[config.mk]
export PLATFORM = sky130hd
export DESIGN_NAME = ccrf_core
export DESIGN_NICKNAME = d
export VERILOG_FILES = /design/src/common/ccrf_pkg.sv /design/src/ccrf_alu.sv /design/src/ccrf_gpr_bank.sv /design/src/ccrf_core.sv
export SDC_FILE = /design/constraint.sdc
export NUM_CORES = 2
export LEC_CHECK = 0
export BUFFER_PORTS_ARGS = -buffer_cell sky130_fd_sc_hd__buf_2
export CAP_MARGIN = 20
export CORE_ASPECT_RATIO = 0.9
export CORE_MARGIN = 2
export CORE_UTILIZATION = 56
export CTS_CLUSTER_SIZE = 8
export DETAILED_ROUTE_END_ITERATION = 16
export PLACE_DENSITY = 0.71
export SLEW_MARGIN = 15
export SYNTH_ARGS = -nofsm -noshare
export SYNTH_HDL_FRONTEND = slang
export SYNTH_SLANG_ARGS = --single-unit
[constraint.sdc]
create_clock -name pclk -period 9.12 [get_ports pclk]
set_input_delay 1.824 -clock pclk [delete_from_list [all_inputs] [get_ports pclk]]
set_output_delay 1.824 -clock pclk [all_outputs]
set_load 0.01 [all_outputs]
[src/common/ccrf_pkg.sv]
// Constants and types shared by the core register set and condition-code logic.
//
// Summary of operation
// - Sixteen-bit program counter gives next fetch address.
// - Sixteen-bit accumulator; byte operations use low byte.
// - Sixteen-bit temporary accumulator is second operand.
// - Index register offsets operand addresses.
// - Extra pointer holds a memory address.
// - Stack pointer addresses the current stack location.
// - Status word: upper bank pointer, lower flags.
// - Half-carry flags carry between bits three, four.
// - Interrupt enable flag gates interrupts; reset clears.
// - Two-bit level; only stronger requests are serviced.
// - Negative flag copies result most significant bit.
// - Zero flag set on zero result.
// - Overflow flag set on signed overflow.
// - Carry flag from bit seven, or bit fifteen for words; shifts load it.
// - Thirty-two banks of eight byte registers.
// - One 64 KB space: I/O, data, program, vectors.
package ccrf_pkg;

  // ----------------------------------------------------------------------
  // Register offsets (byte addresses on the bus).
  // ----------------------------------------------------------------------
  localparam logic [7:0] OFS_PC     = 8'h00;
  localparam logic [7:0] OFS_ACC    = 8'h04;
  localparam logic [7:0] OFS_TMP    = 8'h08;
  localparam logic [7:0] OFS_IDX    = 8'h0c;
  localparam logic [7:0] OFS_EXP    = 8'h10;
  localparam logic [7:0] OFS_SP     = 8'h14;
  localparam logic [7:0] OFS_PSW    = 8'h18;
  localparam logic [7:0] OFS_CMD    = 8'h1c;
  localparam logic [7:0] OFS_GSEL   = 8'h20;
  localparam logic [7:0] OFS_GDATA  = 8'h24;
  localparam logic [7:0] OFS_GPHYS  = 8'h28;
  localparam logic [7:0] OFS_MAPQ   = 8'h2c;
  localparam logic [7:0] OFS_STATUS = 8'h30;

  // ----------------------------------------------------------------------
  // Condition-code byte field positions.
  // ----------------------------------------------------------------------
  localparam int CC_H   = 7;
  localparam int CC_I   = 6;
  localparam int CC_IL1 = 5;
  localparam int CC_IL0 = 4;
  localparam int CC_N   = 3;
  localparam int CC_Z   = 2;
  localparam int CC_V   = 1;
  localparam int CC_C   = 0;

  // Command register fields.
  localparam int CMD_BYTE = 8;

  // ----------------------------------------------------------------------
  // Reset values.
  // ----------------------------------------------------------------------
  localparam logic [15:0] RST_WORD = 16'h0000;
  localparam logic [7:0]  RST_BANK = 8'h00;
  localparam logic [7:0]  RST_CC   = 8'h30;  // Interrupts off, weakest level.

  // ----------------------------------------------------------------------
  // General register bank geometry and physical placement.
  // ----------------------------------------------------------------------
  localparam int          GPR_PER_BANK = 8;
  localparam int          GPR_BANKS    = 32;
  localparam logic [15:0] GPR_BASE     = 16'h0100;

  // ----------------------------------------------------------------------
  // Address-space region limits (first address of each region).
  // ----------------------------------------------------------------------
  localparam logic [15:0] MAP_DATA_LO = 16'h0080;
  localparam logic [15:0] MAP_PROG_LO = 16'h4000;
  localparam logic [15:0] MAP_VEC_LO  = 16'hffc0;

  typedef enum logic [1:0] {
    CCRF_REG_IO, CCRF_REG_DATA, CCRF_REG_PROG, CCRF_REG_VEC
  } ccrf_region_t;

  // Operations started by the command register.
  typedef enum logic [3:0] {
    CCRF_OP_NOP, CCRF_OP_ADD, CCRF_OP_SUB, CCRF_OP_CMP, CCRF_OP_AND,
    CCRF_OP_OR, CCRF_OP_XOR, CCRF_OP_SHL, CCRF_OP_SHR, CCRF_OP_STEP
  } ccrf_op_t;

endpackage : ccrf_pkg

[src/ccrf_alu.sv]
// Combinational calculator that produces a result and the arithmetic flags.
`timescale 1ns/100ps
module ccrf_alu (
  // Operands and operation
  input  wire logic [15:0]      op_a,
  input  wire logic [15:0]      op_b,
  input  wire ccrf_pkg::ccrf_op_t op_code,
  input  wire logic             byte_mode,
  input  wire logic             carry_in,
  // Result and flags
  output logic      [15:0]      result,
  output logic                  flag_h,
  output logic                  flag_n,
  output logic                  flag_z,
  output logic                  flag_v,
  output logic                  flag_c,
  output logic                  arith
);

  // ----------------------------------------------------------------------
  // Result and flag computation.
  // ----------------------------------------------------------------------
  // Byte operations see only the low bytes so that upper bits cannot leak
  // into any flag.
  always_comb begin
    logic [16:0] sum;
    logic [15:0] a;
    logic [15:0] b;
    logic [4:0]  nib;
    logic        top;
    sum    = 17'h00000;
    a      = byte_mode ? {8'h00, op_a[7:0]} : op_a;
    b      = byte_mode ? {8'h00, op_b[7:0]} : op_b;
    nib    = 5'h00;
    top    = 1'b0;
    arith  = 1'b0;
    flag_c = carry_in;
    flag_v = 1'b0;
    case (op_code)
      ccrf_pkg::CCRF_OP_ADD: begin
        sum   = {1'b0, a} + {1'b0, b};
        nib   = {1'b0, a[3:0]} + {1'b0, b[3:0]};
        arith = 1'b1;
      end
      ccrf_pkg::CCRF_OP_SUB, ccrf_pkg::CCRF_OP_CMP: begin
        sum   = {1'b0, a} - {1'b0, b};
        nib   = {1'b0, a[3:0]} - {1'b0, b[3:0]};
        arith = 1'b1;
      end
      ccrf_pkg::CCRF_OP_AND: sum = {1'b0, a & b};
      ccrf_pkg::CCRF_OP_OR:  sum = {1'b0, a | b};
      ccrf_pkg::CCRF_OP_XOR: sum = {1'b0, a ^ b};
      ccrf_pkg::CCRF_OP_SHL: begin
        sum    = {1'b0, a[14:0], carry_in};
        flag_c = byte_mode ? a[7] : a[15];
      end
      ccrf_pkg::CCRF_OP_SHR: begin
        sum    = byte_mode ? {9'h000, carry_in, a[7:1]} : {1'b0, carry_in, a[15:1]};
        flag_c = a[0];
      end
      default: sum = {1'b0, a};
    endcase
    result = byte_mode ? {8'h00, sum[7:0]} : sum[15:0];
    top    = byte_mode ? result[7] : result[15];
    if (arith) begin
      // Carry or borrow out of the operand width: bit 7 for bytes.
      flag_c = byte_mode ? (a[8] ^ b[8] ^ sum[8]) : sum[16];
      flag_v = byte_mode ? ((a[7] ^ top) & ((op_code == ccrf_pkg::CCRF_OP_ADD) ?
                 ~(a[7] ^ b[7]) : (a[7] ^ b[7])))
               : ((a[15] ^ top) & ((op_code == ccrf_pkg::CCRF_OP_ADD) ?
                 ~(a[15] ^ b[15]) : (a[15] ^ b[15])));
    end
    flag_h = nib[4];
    flag_n = top;
    flag_z = (result == 16'h0000);
  end

endmodule : ccrf_alu

[src/ccrf_gpr_bank.sv]
// Memory-resident banks of byte-wide general registers.
`timescale 1ns/100ps
module ccrf_gpr_bank #(
  parameter int BANKS    = ccrf_pkg::GPR_BANKS,
  parameter int PER_BANK = ccrf_pkg::GPR_PER_BANK
) (
  // Clock and reset
  input  wire logic        pclk,
  input  wire logic        presetn,
  // Access port
  input  wire logic [7:0]  bank,
  input  wire logic [2:0]  reg_num,
  input  wire logic        wr_en,
  input  wire logic [7:0]  wr_data,
  output logic      [7:0]  rd_data,
  output logic      [15:0] phys_addr
);

  initial begin
    if (BANKS != 32 || PER_BANK != 8) begin
      $error("ccrf_gpr_bank: only 32 banks of 8 registers are supported.");
    end
  end

  // The array is the register file itself; no reset, as it stands for RAM.
  logic [7:0] mem [BANKS*PER_BANK];
  logic [7:0] index;

  // ----------------------------------------------------------------------
  // Physical placement.
  // ----------------------------------------------------------------------
  // Bank pointer selects the bank, register number selects the byte.
  assign index     = {bank[4:0], reg_num};
  assign phys_addr = ccrf_pkg::GPR_BASE + {8'h00, index};
  assign rd_data   = mem[index];

  // Byte write into the selected bank.
  always_ff @(posedge pclk) begin
    if (wr_en) begin
      mem[index] <= wr_data;
    end
  end

endmodule : ccrf_gpr_bank

[src/ccrf_core.sv]
// Dedicated register set, status word and flag logic behind an APB slave.
`timescale 1ns/100ps
module ccrf_core (
  // APB clock and reset
  input  wire logic        pclk,
  input  wire logic        presetn,
  // APB request
  input  wire logic        psel,
  input  wire logic        penable,
  input  wire logic        pwrite,
  input  wire logic [7:0]  paddr,
  input  wire logic [31:0] pwdata,
  input  wire logic [3:0]  pstrb,
  // APB answer
  output logic      [31:0] prdata,
  output logic             pready,
  output logic             pslverr,
  // Interrupt request to be judged
  input  wire logic        irq_req,
  input  wire logic [1:0]  irq_level,
  output logic             irq_accept,
  // Addresses presented to memory
  output logic      [15:0] fetch_addr,
  output logic      [15:0] operand_addr,
  output logic      [15:0] ptr_addr,
  output logic      [15:0] stack_addr
);

  // ----------------------------------------------------------------------
  // Architectural state.
  // ----------------------------------------------------------------------
  logic [15:0] pc;
  logic [15:0] acc;
  logic [15:0] tmp;
  logic [15:0] index_reg;
  logic [15:0] extra_pointer_reg;
  logic [15:0] sp;
  logic [7:0]  bank_pointer;
  logic [7:0]  condition_code_byte;
  logic [2:0]  gpr_sel;
  logic [15:0] map_query;
  logic [15:0] next_pc;
  logic [15:0] next_acc;
  logic [15:0] next_tmp;
  logic [15:0] next_index_reg;
  logic [15:0] next_extra_pointer_reg;
  logic [15:0] next_sp;
  logic [7:0]  next_bank_pointer;
  logic [7:0]  next_condition_code_byte;
  logic [2:0]  next_gpr_sel;
  logic [15:0] next_map_query;
  logic [15:0] program_status_word;

  // Bus answer state.
  logic [31:0] next_prdata;
  logic        next_pready;
  logic        next_pslverr;
  logic        next_irq_accept;
  logic [15:0] next_operand_addr;

  // Bus phase decode.
  logic        setup;
  logic        access_wr;
  logic        mapped;
  logic        full_word;

  // Calculator connections.
  ccrf_pkg::ccrf_op_t cmd_op;
  logic        cmd_byte;
  logic        cmd_go;
  logic [15:0] alu_result;
  logic        alu_h;
  logic        alu_n;
  logic        alu_z;
  logic        alu_v;
  logic        alu_c;
  logic        alu_arith;

  // General register connections.
  logic        gpr_wr;
  logic [7:0]  gpr_rd;
  logic [15:0] gpr_phys;

  ccrf_pkg::ccrf_region_t region;

  // ----------------------------------------------------------------------
  // Status word view.
  // ----------------------------------------------------------------------
  // Upper byte is the bank pointer, lower byte the condition codes.
  assign program_status_word = {bank_pointer, condition_code_byte};

  // ----------------------------------------------------------------------
  // Bus decode.
  // ----------------------------------------------------------------------
  // The answer is prepared in the setup cycle so that prdata and pready can
  // come from flip-flops; pready is high in the first access cycle, so no wait state.
  assign setup     = psel & ~penable;
  assign access_wr = psel & penable & pready & pwrite & ~pslverr;
  assign full_word = (pstrb == 4'hf);
  assign cmd_op    = ccrf_pkg::ccrf_op_t'(pwdata[3:0]);
  assign cmd_byte  = pwdata[ccrf_pkg::CMD_BYTE];
  assign cmd_go    = access_wr & (paddr == ccrf_pkg::OFS_CMD);
  assign gpr_wr    = access_wr & (paddr == ccrf_pkg::OFS_GDATA);

  always_comb begin
    case (paddr)
      ccrf_pkg::OFS_PC, ccrf_pkg::OFS_ACC, ccrf_pkg::OFS_TMP, ccrf_pkg::OFS_IDX,
      ccrf_pkg::OFS_EXP, ccrf_pkg::OFS_SP, ccrf_pkg::OFS_PSW, ccrf_pkg::OFS_CMD,
      ccrf_pkg::OFS_GSEL, ccrf_pkg::OFS_GDATA, ccrf_pkg::OFS_MAPQ: mapped = 1'b1;
      ccrf_pkg::OFS_GPHYS, ccrf_pkg::OFS_STATUS: mapped = ~pwrite;
      default: mapped = 1'b0;
    endcase
  end

  // ----------------------------------------------------------------------
  // Address-space classification of the queried address.
  // ----------------------------------------------------------------------
  always_comb begin
    if (map_query >= ccrf_pkg::MAP_VEC_LO) begin
      region = ccrf_pkg::CCRF_REG_VEC;
    end else if (map_query >= ccrf_pkg::MAP_PROG_LO) begin
      region = ccrf_pkg::CCRF_REG_PROG;
    end else if (map_query >= ccrf_pkg::MAP_DATA_LO) begin
      region = ccrf_pkg::CCRF_REG_DATA;
    end else begin
      region = ccrf_pkg::CCRF_REG_IO;
    end
  end

  // ----------------------------------------------------------------------
  // Calculator and register banks.
  // ----------------------------------------------------------------------
  ccrf_alu u_alu (
    .op_a      (acc),
    .op_b      (tmp),
    .op_code   (cmd_op),
    .byte_mode (cmd_byte),
    .carry_in  (condition_code_byte[ccrf_pkg::CC_C]),
    .result    (alu_result),
    .flag_h    (alu_h),
    .flag_n    (alu_n),
    .flag_z    (alu_z),
    .flag_v    (alu_v),
    .flag_c    (alu_c),
    .arith     (alu_arith)
  );

  ccrf_gpr_bank u_gpr (
    .pclk      (pclk),
    .presetn   (presetn),
    .bank      (bank_pointer),
    .reg_num   (gpr_sel),
    .wr_en     (gpr_wr),
    .wr_data   (pwdata[7:0]),
    .rd_data   (gpr_rd),
    .phys_addr (gpr_phys)
  );

  // ----------------------------------------------------------------------
  // Next values of the register set.
  // ----------------------------------------------------------------------
  // Partial writes are refused as errors so a half-written pointer is never seen.
  always_comb begin
    next_pc                  = pc;
    next_acc                 = acc;
    next_tmp                 = tmp;
    next_index_reg           = index_reg;
    next_extra_pointer_reg   = extra_pointer_reg;
    next_sp                  = sp;
    next_bank_pointer        = bank_pointer;
    next_condition_code_byte = condition_code_byte;
    next_gpr_sel             = gpr_sel;
    next_map_query           = map_query;
    if (access_wr) begin
      case (paddr)
        ccrf_pkg::OFS_PC:   next_pc = pwdata[15:0];
        ccrf_pkg::OFS_ACC:  next_acc = pwdata[15:0];
        ccrf_pkg::OFS_TMP:  next_tmp = pwdata[15:0];
        ccrf_pkg::OFS_IDX:  next_index_reg = pwdata[15:0];
        ccrf_pkg::OFS_EXP:  next_extra_pointer_reg = pwdata[15:0];
        ccrf_pkg::OFS_SP:   next_sp = pwdata[15:0];
        ccrf_pkg::OFS_PSW: begin
          next_bank_pointer        = pwdata[15:8];
          next_condition_code_byte = pwdata[7:0];
        end
        ccrf_pkg::OFS_GSEL: next_gpr_sel = pwdata[2:0];
        ccrf_pkg::OFS_MAPQ: next_map_query = pwdata[15:0];
        default: next_pc = pc;
      endcase
    end
    if (cmd_go) begin
      case (cmd_op)
        ccrf_pkg::CCRF_OP_NOP: next_pc = pc;
        ccrf_pkg::CCRF_OP_STEP: next_pc = pc + 16'h0001;
        default: begin
          // Byte results replace only the low byte of the accumulator.
          if (cmd_op != ccrf_pkg::CCRF_OP_CMP) begin
            next_acc = cmd_byte ? {acc[15:8], alu_result[7:0]} : alu_result;
          end
          if (alu_arith) begin
            next_condition_code_byte[ccrf_pkg::CC_H] = alu_h;
          end
          next_condition_code_byte[ccrf_pkg::CC_N] = alu_n;
          next_condition_code_byte[ccrf_pkg::CC_Z] = alu_z;
          next_condition_code_byte[ccrf_pkg::CC_V] = alu_v;
          next_condition_code_byte[ccrf_pkg::CC_C] = alu_c;
        end
      endcase
    end
  end

  // ----------------------------------------------------------------------
  // Next values of the bus answer and the presented addresses.
  // ----------------------------------------------------------------------
  always_comb begin
    next_pready  = setup;
    next_pslverr = setup & (~mapped | (pwrite & ~full_word));
    next_prdata  = 32'h0000_0000;
    if (setup & ~pwrite) begin
      case (paddr)
        ccrf_pkg::OFS_PC:     next_prdata = {16'h0000, pc};
        ccrf_pkg::OFS_ACC:    next_prdata = {16'h0000, acc};
        ccrf_pkg::OFS_TMP:    next_prdata = {16'h0000, tmp};
        ccrf_pkg::OFS_IDX:    next_prdata = {16'h0000, index_reg};
        ccrf_pkg::OFS_EXP:    next_prdata = {16'h0000, extra_pointer_reg};
        ccrf_pkg::OFS_SP:     next_prdata = {16'h0000, sp};
        ccrf_pkg::OFS_PSW:    next_prdata = {16'h0000, program_status_word};
        ccrf_pkg::OFS_GSEL:   next_prdata = {29'h0000_0000, gpr_sel};
        ccrf_pkg::OFS_GDATA:  next_prdata = {24'h00_0000, gpr_rd};
        ccrf_pkg::OFS_GPHYS:  next_prdata = {16'h0000, gpr_phys};
        ccrf_pkg::OFS_MAPQ:   next_prdata = {14'h0000, region, map_query};
        ccrf_pkg::OFS_STATUS: next_prdata = {31'h0000_0000, irq_accept};
        default:              next_prdata = 32'h0000_0000;
      endcase
    end
    // Indexed operand address uses the temporary low byte as displacement.
    next_operand_addr = index_reg + {8'h00, tmp[7:0]};
    // A request is serviced only when enabled and stronger than the level.
    next_irq_accept = irq_req & condition_code_byte[ccrf_pkg::CC_I]
                      & (irq_level < {condition_code_byte[ccrf_pkg::CC_IL1],
                                      condition_code_byte[ccrf_pkg::CC_IL0]});
  end

  // ----------------------------------------------------------------------
  // Registers.
  // ----------------------------------------------------------------------
  // Reset clears the interrupt enable and opens at the weakest level.
  always_ff @(posedge pclk or negedge presetn) begin
    if (!presetn) begin
      pc                  <= ccrf_pkg::RST_WORD;
      acc                 <= ccrf_pkg::RST_WORD;
      tmp                 <= ccrf_pkg::RST_WORD;
      index_reg           <= ccrf_pkg::RST_WORD;
      extra_pointer_reg   <= ccrf_pkg::RST_WORD;
      sp                  <= ccrf_pkg::RST_WORD;
      bank_pointer        <= ccrf_pkg::RST_BANK;
      condition_code_byte <= ccrf_pkg::RST_CC;
      gpr_sel             <= 3'h0;
      map_query           <= ccrf_pkg::RST_WORD;
      prdata              <= 32'h0000_0000;
      pready              <= 1'b0;
      pslverr             <= 1'b0;
      irq_accept          <= 1'b0;
      operand_addr        <= ccrf_pkg::RST_WORD;
    end else begin
      pc                  <= next_pc;
      acc                 <= next_acc;
      tmp                 <= next_tmp;
      index_reg           <= next_index_reg;
      extra_pointer_reg   <= next_extra_pointer_reg;
      sp                  <= next_sp;
      bank_pointer        <= next_bank_pointer;
      condition_code_byte <= next_condition_code_byte;
      gpr_sel             <= next_gpr_sel;
      map_query           <= next_map_query;
      prdata              <= next_prdata;
      pready              <= next_pready;
      pslverr             <= next_pslverr;
      irq_accept          <= next_irq_accept;
      operand_addr        <= next_operand_addr;
    end
  end

  // Fetch, pointer and stack addresses are the pointer registers themselves.
  assign fetch_addr = pc;
  assign ptr_addr   = extra_pointer_reg;
  assign stack_addr = sp;

endmodule : ccrf_core

* After elaboration in Yosys (flattened, before gate mapping)
Memory sizes are Yosys's and may differ from the RTL's. Index checks and enable logic that the tools add are counted.
Operators by class: bitwise logic cells 31, order comparisons 4, add/subtract/negate cells 7, equal/unequal tests 26, reductions and logical operators 15, muxes and demuxes 41
Operator list (number):
- $pmux 18 s12 | 1
- $mux 16 | 13
- $pmux 17 s7 | 1
- $eq 8x6->1 const B | 5
- $eq 8x5->1 const B | 4
- $pmux 16 s2 | 1
- $mux 18 | 1
- $add 16x16->17 | 1
- $sub 16x16->17 | 1
- $add 16x1->16 const B | 1
- $add 16x8->16 | 1
- $and 16x16->16 | 1
- $eq 4x3->1 const B | 4
- $eq 8x4->1 const B | 2
- $ge 16x15->1 const B | 1
- $ge 16x16->1 const B | 1
- $ge 16x8->1 const B | 1
- $logic_not 16->1 | 1
- $mux 8 | 2
- $or 16x16->16 | 1
- $xor 16x16->16 | 1
- $mux 1 | 15
- $and 1x1->1 | 14
- $reduce_and 2->1 | 7
- 24 further kinds | 43
Word-level totals: bits in registers 182, memories kept 1, bits in writable memories 2048
Memory list:
- u_gpr.mem | words 256, bits a word 8, read ports 1, clocked after Yosys merged registers in 0, wr ports 1, line ccrf_gpr_bank.sv:26 | logic [7:0] mem [BANKS*PER_BANK];

* Depth between registers and ports, before layout
depth after elaboration 11, gate-level depth with buffers 17, gate-level depth less buffers 16

* Modules after synthesis
A second synthesis with hierarchy kept.
Unflattened totals: cells, all modules 4791, area total of the unflattened synthesis 90241.5 um^2
By module, submodules not included:
- ccrf_gpr_bank | cells an instance 3557, area an instance 78460.2 um^2, seq. area each 61499.0 um^2, instances 1
- ccrf_core | cells an instance 802, area an instance 8829.7 um^2, seq. area each 4206.5 um^2, instances 1
- ccrf_alu | cells an instance 432, area an instance 2951.6 um^2, seq. area each 0.0 um^2, instances 1

* Worst setup path after synthesis
Ideal clock, no wire load.
path kind input to register, start in pwdata[1], end reg condition_code_byte[2], path buffers 4, arrival time 5.419 ns, stages 16, data required time 9.025 ns, path slack 3.606 ns, cells stage by stage clkbuf_1 -> clkbuf_1 -> clkbuf_1 -> buf_1 -> nand2_1 -> o41ai_1 -> xnor2_1 -> ha_1 -> a21o_1 -> or3_1 -> o21ai_0 -> o31ai_1 -> o2111a_1 -> a211oi_1 -> nand3_1 -> o31ai_1
Between the ends: cells in the longest elaborated chain, start to end 7
RTL lines:
- from (decl) | line ccrf_core.sv:12 | input wire logic [31:0] pwdata,
- $eq 4x2->1 | line ccrf_alu.sv:39 | case (op_code)
- $reduce_or 2->1 | line ccrf_alu.sv:39
- $pmux 17 s7 | line ccrf_alu.sv:39
- $mux 16 | line ccrf_alu.sv:63 | result = byte_mode ? {8'h00, sum[7:0]} : sum[15:0];
- $logic_not 16->1 | line ccrf_alu.sv:75 | flag_z = (result == 16'h0000);
- $mux 4 (*) | line ccrf_core.sv:192 | case (cmd_op)
- $mux 4 (*) | line ccrf_core.sv:191 | if (cmd_go) begin
- net next_condition_code_byte[2] | line ccrf_core.sv:49 | logic [7:0] next_condition_code_byte;
- to (signal assigned) | line ccrf_core.sv:257 | condition_code_byte <= ccrf_pkg::RST_CC;
- to (signal assigned) | line ccrf_core.sv:273 | condition_code_byte <= next_condition_code_byte;
- to (decl) | line ccrf_core.sv:39 | logic [7:0] condition_code_byte;
The timed path passes the listed nets; every way through them passes the cells marked *. A chain may end at the register's enable or synchronous reset.

* Worst setup path after layout
start in paddr[1], end mem u_gpr.mem[114][3], enable pin
Between the ends: cells in the longest elaborated chain, start to end 4
RTL lines:
- from (decl) | line ccrf_core.sv:11 | input wire logic [7:0] paddr,
- $eq 8x6->1 | line ccrf_core.sv:103 | assign gpr_wr = access_wr & (paddr == ccrf_pkg::OFS_GDATA);
- $and 1x1->1 | line ccrf_core.sv:103
- $mux 1 | line ccrf_gpr_bank.sv:39 | if (wr_en) begin
- $mux 1 (implied by the code) | line ccrf_gpr_bank.sv:40 | mem[index] <= wr_data;
- to (decl) | line ccrf_gpr_bank.sv:26
No other way between the ends.

==> results_dict.tcl <==
set metrics [dict create \
    synthXorXnorAreaFrac_pct 0.380 \
    fin_nets 4969 \
    vias 48509 \
    synth_most_common_cell "edfxtp_1" \
    r2r_setup_slack_ns 4.18 \
    synth.mux.area_fraction_pct 16.5 \
    worstPathMaxFanout 16 \
    io_pins 151 \
    die_y_um 384 \
    wl_per_cell_um 33.5 \
    synth_top_family_by_area "multiplexers" \
    start_kind "input pin" \
    skew_ns 0.0448 \
    clock-root-buffer "clkbuf_16" \
    synthTopCellsByCount "2,048 x edfxtp_1, 606 x mux4_2, 358 x nor2_1, 166 x dfrtp_1, 159 x nand2_1" \
    cts_resized 0 \
    maxSlewHeadroom_pct 14.5 \
    hold_viol 0 \
    synth_compound_area_share_pct 3.81 \
    syn2layout_area_growth_pct 12.8 \
    dpl.hpwl_um 138000 \
    drc_errors 0 \
    outcome "complete, no violations" \
    path_class "input pin to register" \
    cts_max_level 5 \
    tritoncts "done" \
    layout_min_cycle_time_ns 5.65 \
    yosys.area.top_type "edfxtp_1" \
    vdd_drop_max_mv 0.220 \
    die_w_um 426 \
    grt-ovfl-total 0 \
    p_switching_uw 4340 \
    r2r-start "gpr_sel[0]" \
    p_sw_share_pct 19.7 \
    core_um2 159000 \
    clock_latency_ns 0.93 \
    top_register "u_gpr.mem" \
    p_seq_share_pct 50.7 \
    async_flop_share_pct 7.58 \
    first_global_vias 47556 \
    vias_per_cell 6.90 \
    synthSimpleGateAreaFrac_pct 3.61 \
    synth-edff-count 2048 \
    first_iter_violations 7213 \
    netlist-cell-type-count 81 \
    die_area_um2 164000 \
    cp_data_required_time_ns 9.63 \
    netlist_area_um2 89900 \
    grt_antenna_before_repair 11 \
    largest_reg_flops 2048 \
    drive_gt1_share_pct 25.8 \
    gp_congestion 0.924 \
    cts.clk_slew.worst_paths_ns 0.05 \
    rsz0062_at_grt "no" \
    synthFlopType "edfxtp_1" \
    min_path_type "register to register" \
    ys_top_cells_by_area "edfxtp_1 68%, mux4_2 15%, dfrtp_1 4.6%" \
    fillers 10516 \
    p_total_uw 22000 \
    yosysTopAreaCellShare_pct 68.4 \
    design_area_um2 101000 \
    yosysWarnings 0 \
    drt_first_pass_iters 6 \
    fin_tns_setup_ns 0 \
    p_int_uw 17600 \
    ys_seq_elements 2216 \
    tightest_slew_ns 1.28 \
    holdBufCountCts 0 \
    wl_met2_um 109000 \
    p_leak_uw 0.0324 \
    ant_nets 0 \
    pwr-share-comb_pct 1.8 \
    track_usage_pct 29.0 \
    post_cts_buffers 0 \
    grt_pass1_wl_um 338000 \
    reg.largest.list "u_gpr.mem (2048), prdata (18)" \
    finalSetupViolCount 0 \
    cts_buffers 327 \
    pwr-share-clk_pct 47.5 \
    powerDensity_nw_per_um2 216 \
    start_util_pct 56.4 \
    synth_fa_ha_area_share_pct 0.862 \
    slew_viol_final 0 \
    wl_met3_um 27700 \
    seq_area_frac_synth_pct 73.1 \
    avgSynthCellArea_um2 19.6 \
    grt_max_degree 154 \
    whs_ns 0.485 \
    met1_length_um 90200 \
    totalWireLength_um 236000 \
    period_share_pct 61.9 \
    fmax_mhz 177 \
    drv_cap 0 \
    rows 139 \
    crit_path_end_kind "register" \
    cts.sinks 2216 \
    dpl_cell_area_um2 92800 \
    io_buffers 120 \
    crit_path_start "paddr[1]" \
    top_layer "met5" \
    cts_max_path_buffers 4 \
    hold_start "map_query[1]" \
    worstPathArrival_ns 6.15 \
    syn_inst 4585 \
]
==> critical path, stage by stage <==
cell and delay (ns):
buf_2 0.14, or4b_2 0.76, nor2_1 0.95, nand2_1 0.19
nor3_1 0.46, nand2_2 0.81, nor2_1 1.00
==> kinds of logic after synthesis <==
family	Yosys count
DFF	2216
and+or+nand+nor	729
muxes	715
AOI/OAI and AO/OA	485
buffers and inverters	339
adders and majority gates	61
xor gates and xnor gates	39
other	1
==> layout by cell type, fill, tap and decap left out, types with 58 or more instances in the layout <==
master,count
buf_2,111
nor2_1,356
nand2_1,154
dfrtp_1,162
ha_1,58
edfxtp_1,2048
buf_4,74
a22oi_1,91
a21oi_1,81
mux4_2,606
mux2_2,79
o21ai_0,72
clkbuf_16,332
==> power groups by stage <==
stage	logic (µW)	registers (µW)	clock network (µW)
global route	423	11100	10900
global placement	375	11300	0
CTS	389	11100	10500
detailed placement	388	11300	0
finish	398	11100	10400
floorplan	135	11300	0
==> area by class of cell <==
cell class                 count  area, µm²  share of cell area (%)
clock inverter                 8       65.1                  0.0641
sequential                  2216      65700                    64.8
clock buffer                 380       8490                    8.36
inverter                      58        218                   0.215
tap                         2115       2650                    2.61
multi-input combinational   2043      22700                    22.4
antenna                        4       10.0                 0.00986
timing repair buffer         211       1580                    1.56
==> path summary, 6_finish.rpt <==
check / endpoint / cells past startpoint
worst max-delay path: u_gpr.mem[114][3] / 7
worst min-delay path: map_query[1] / 2
worst max register to register: prdata[5] / 9
worst min register to register: map_query[1] / 2
max in group asynchronous: condition_code_byte[5] / 3
min in group asynchronous: tmp[13] / 1
==> routing by layer <==
metal  track usage, %  vias up
met5            0.175        -
met2             42.9     3177
met1             42.0    25457
met3             7.75      545
met4             10.5       12
li1                 -    19318
==> metrics by stage <==
stage               cells  util, %  worst slack, ns
finish               7035     63.6             3.47
detailed placement   6640     58.2             2.77
CTS                  7028     63.6             3.66
global route         7031     63.6             3.46
floorplan            4598        -             3.61
global placement     6640     58.2             2.77
Note: power is estimated with default switching activity, not from simulation.
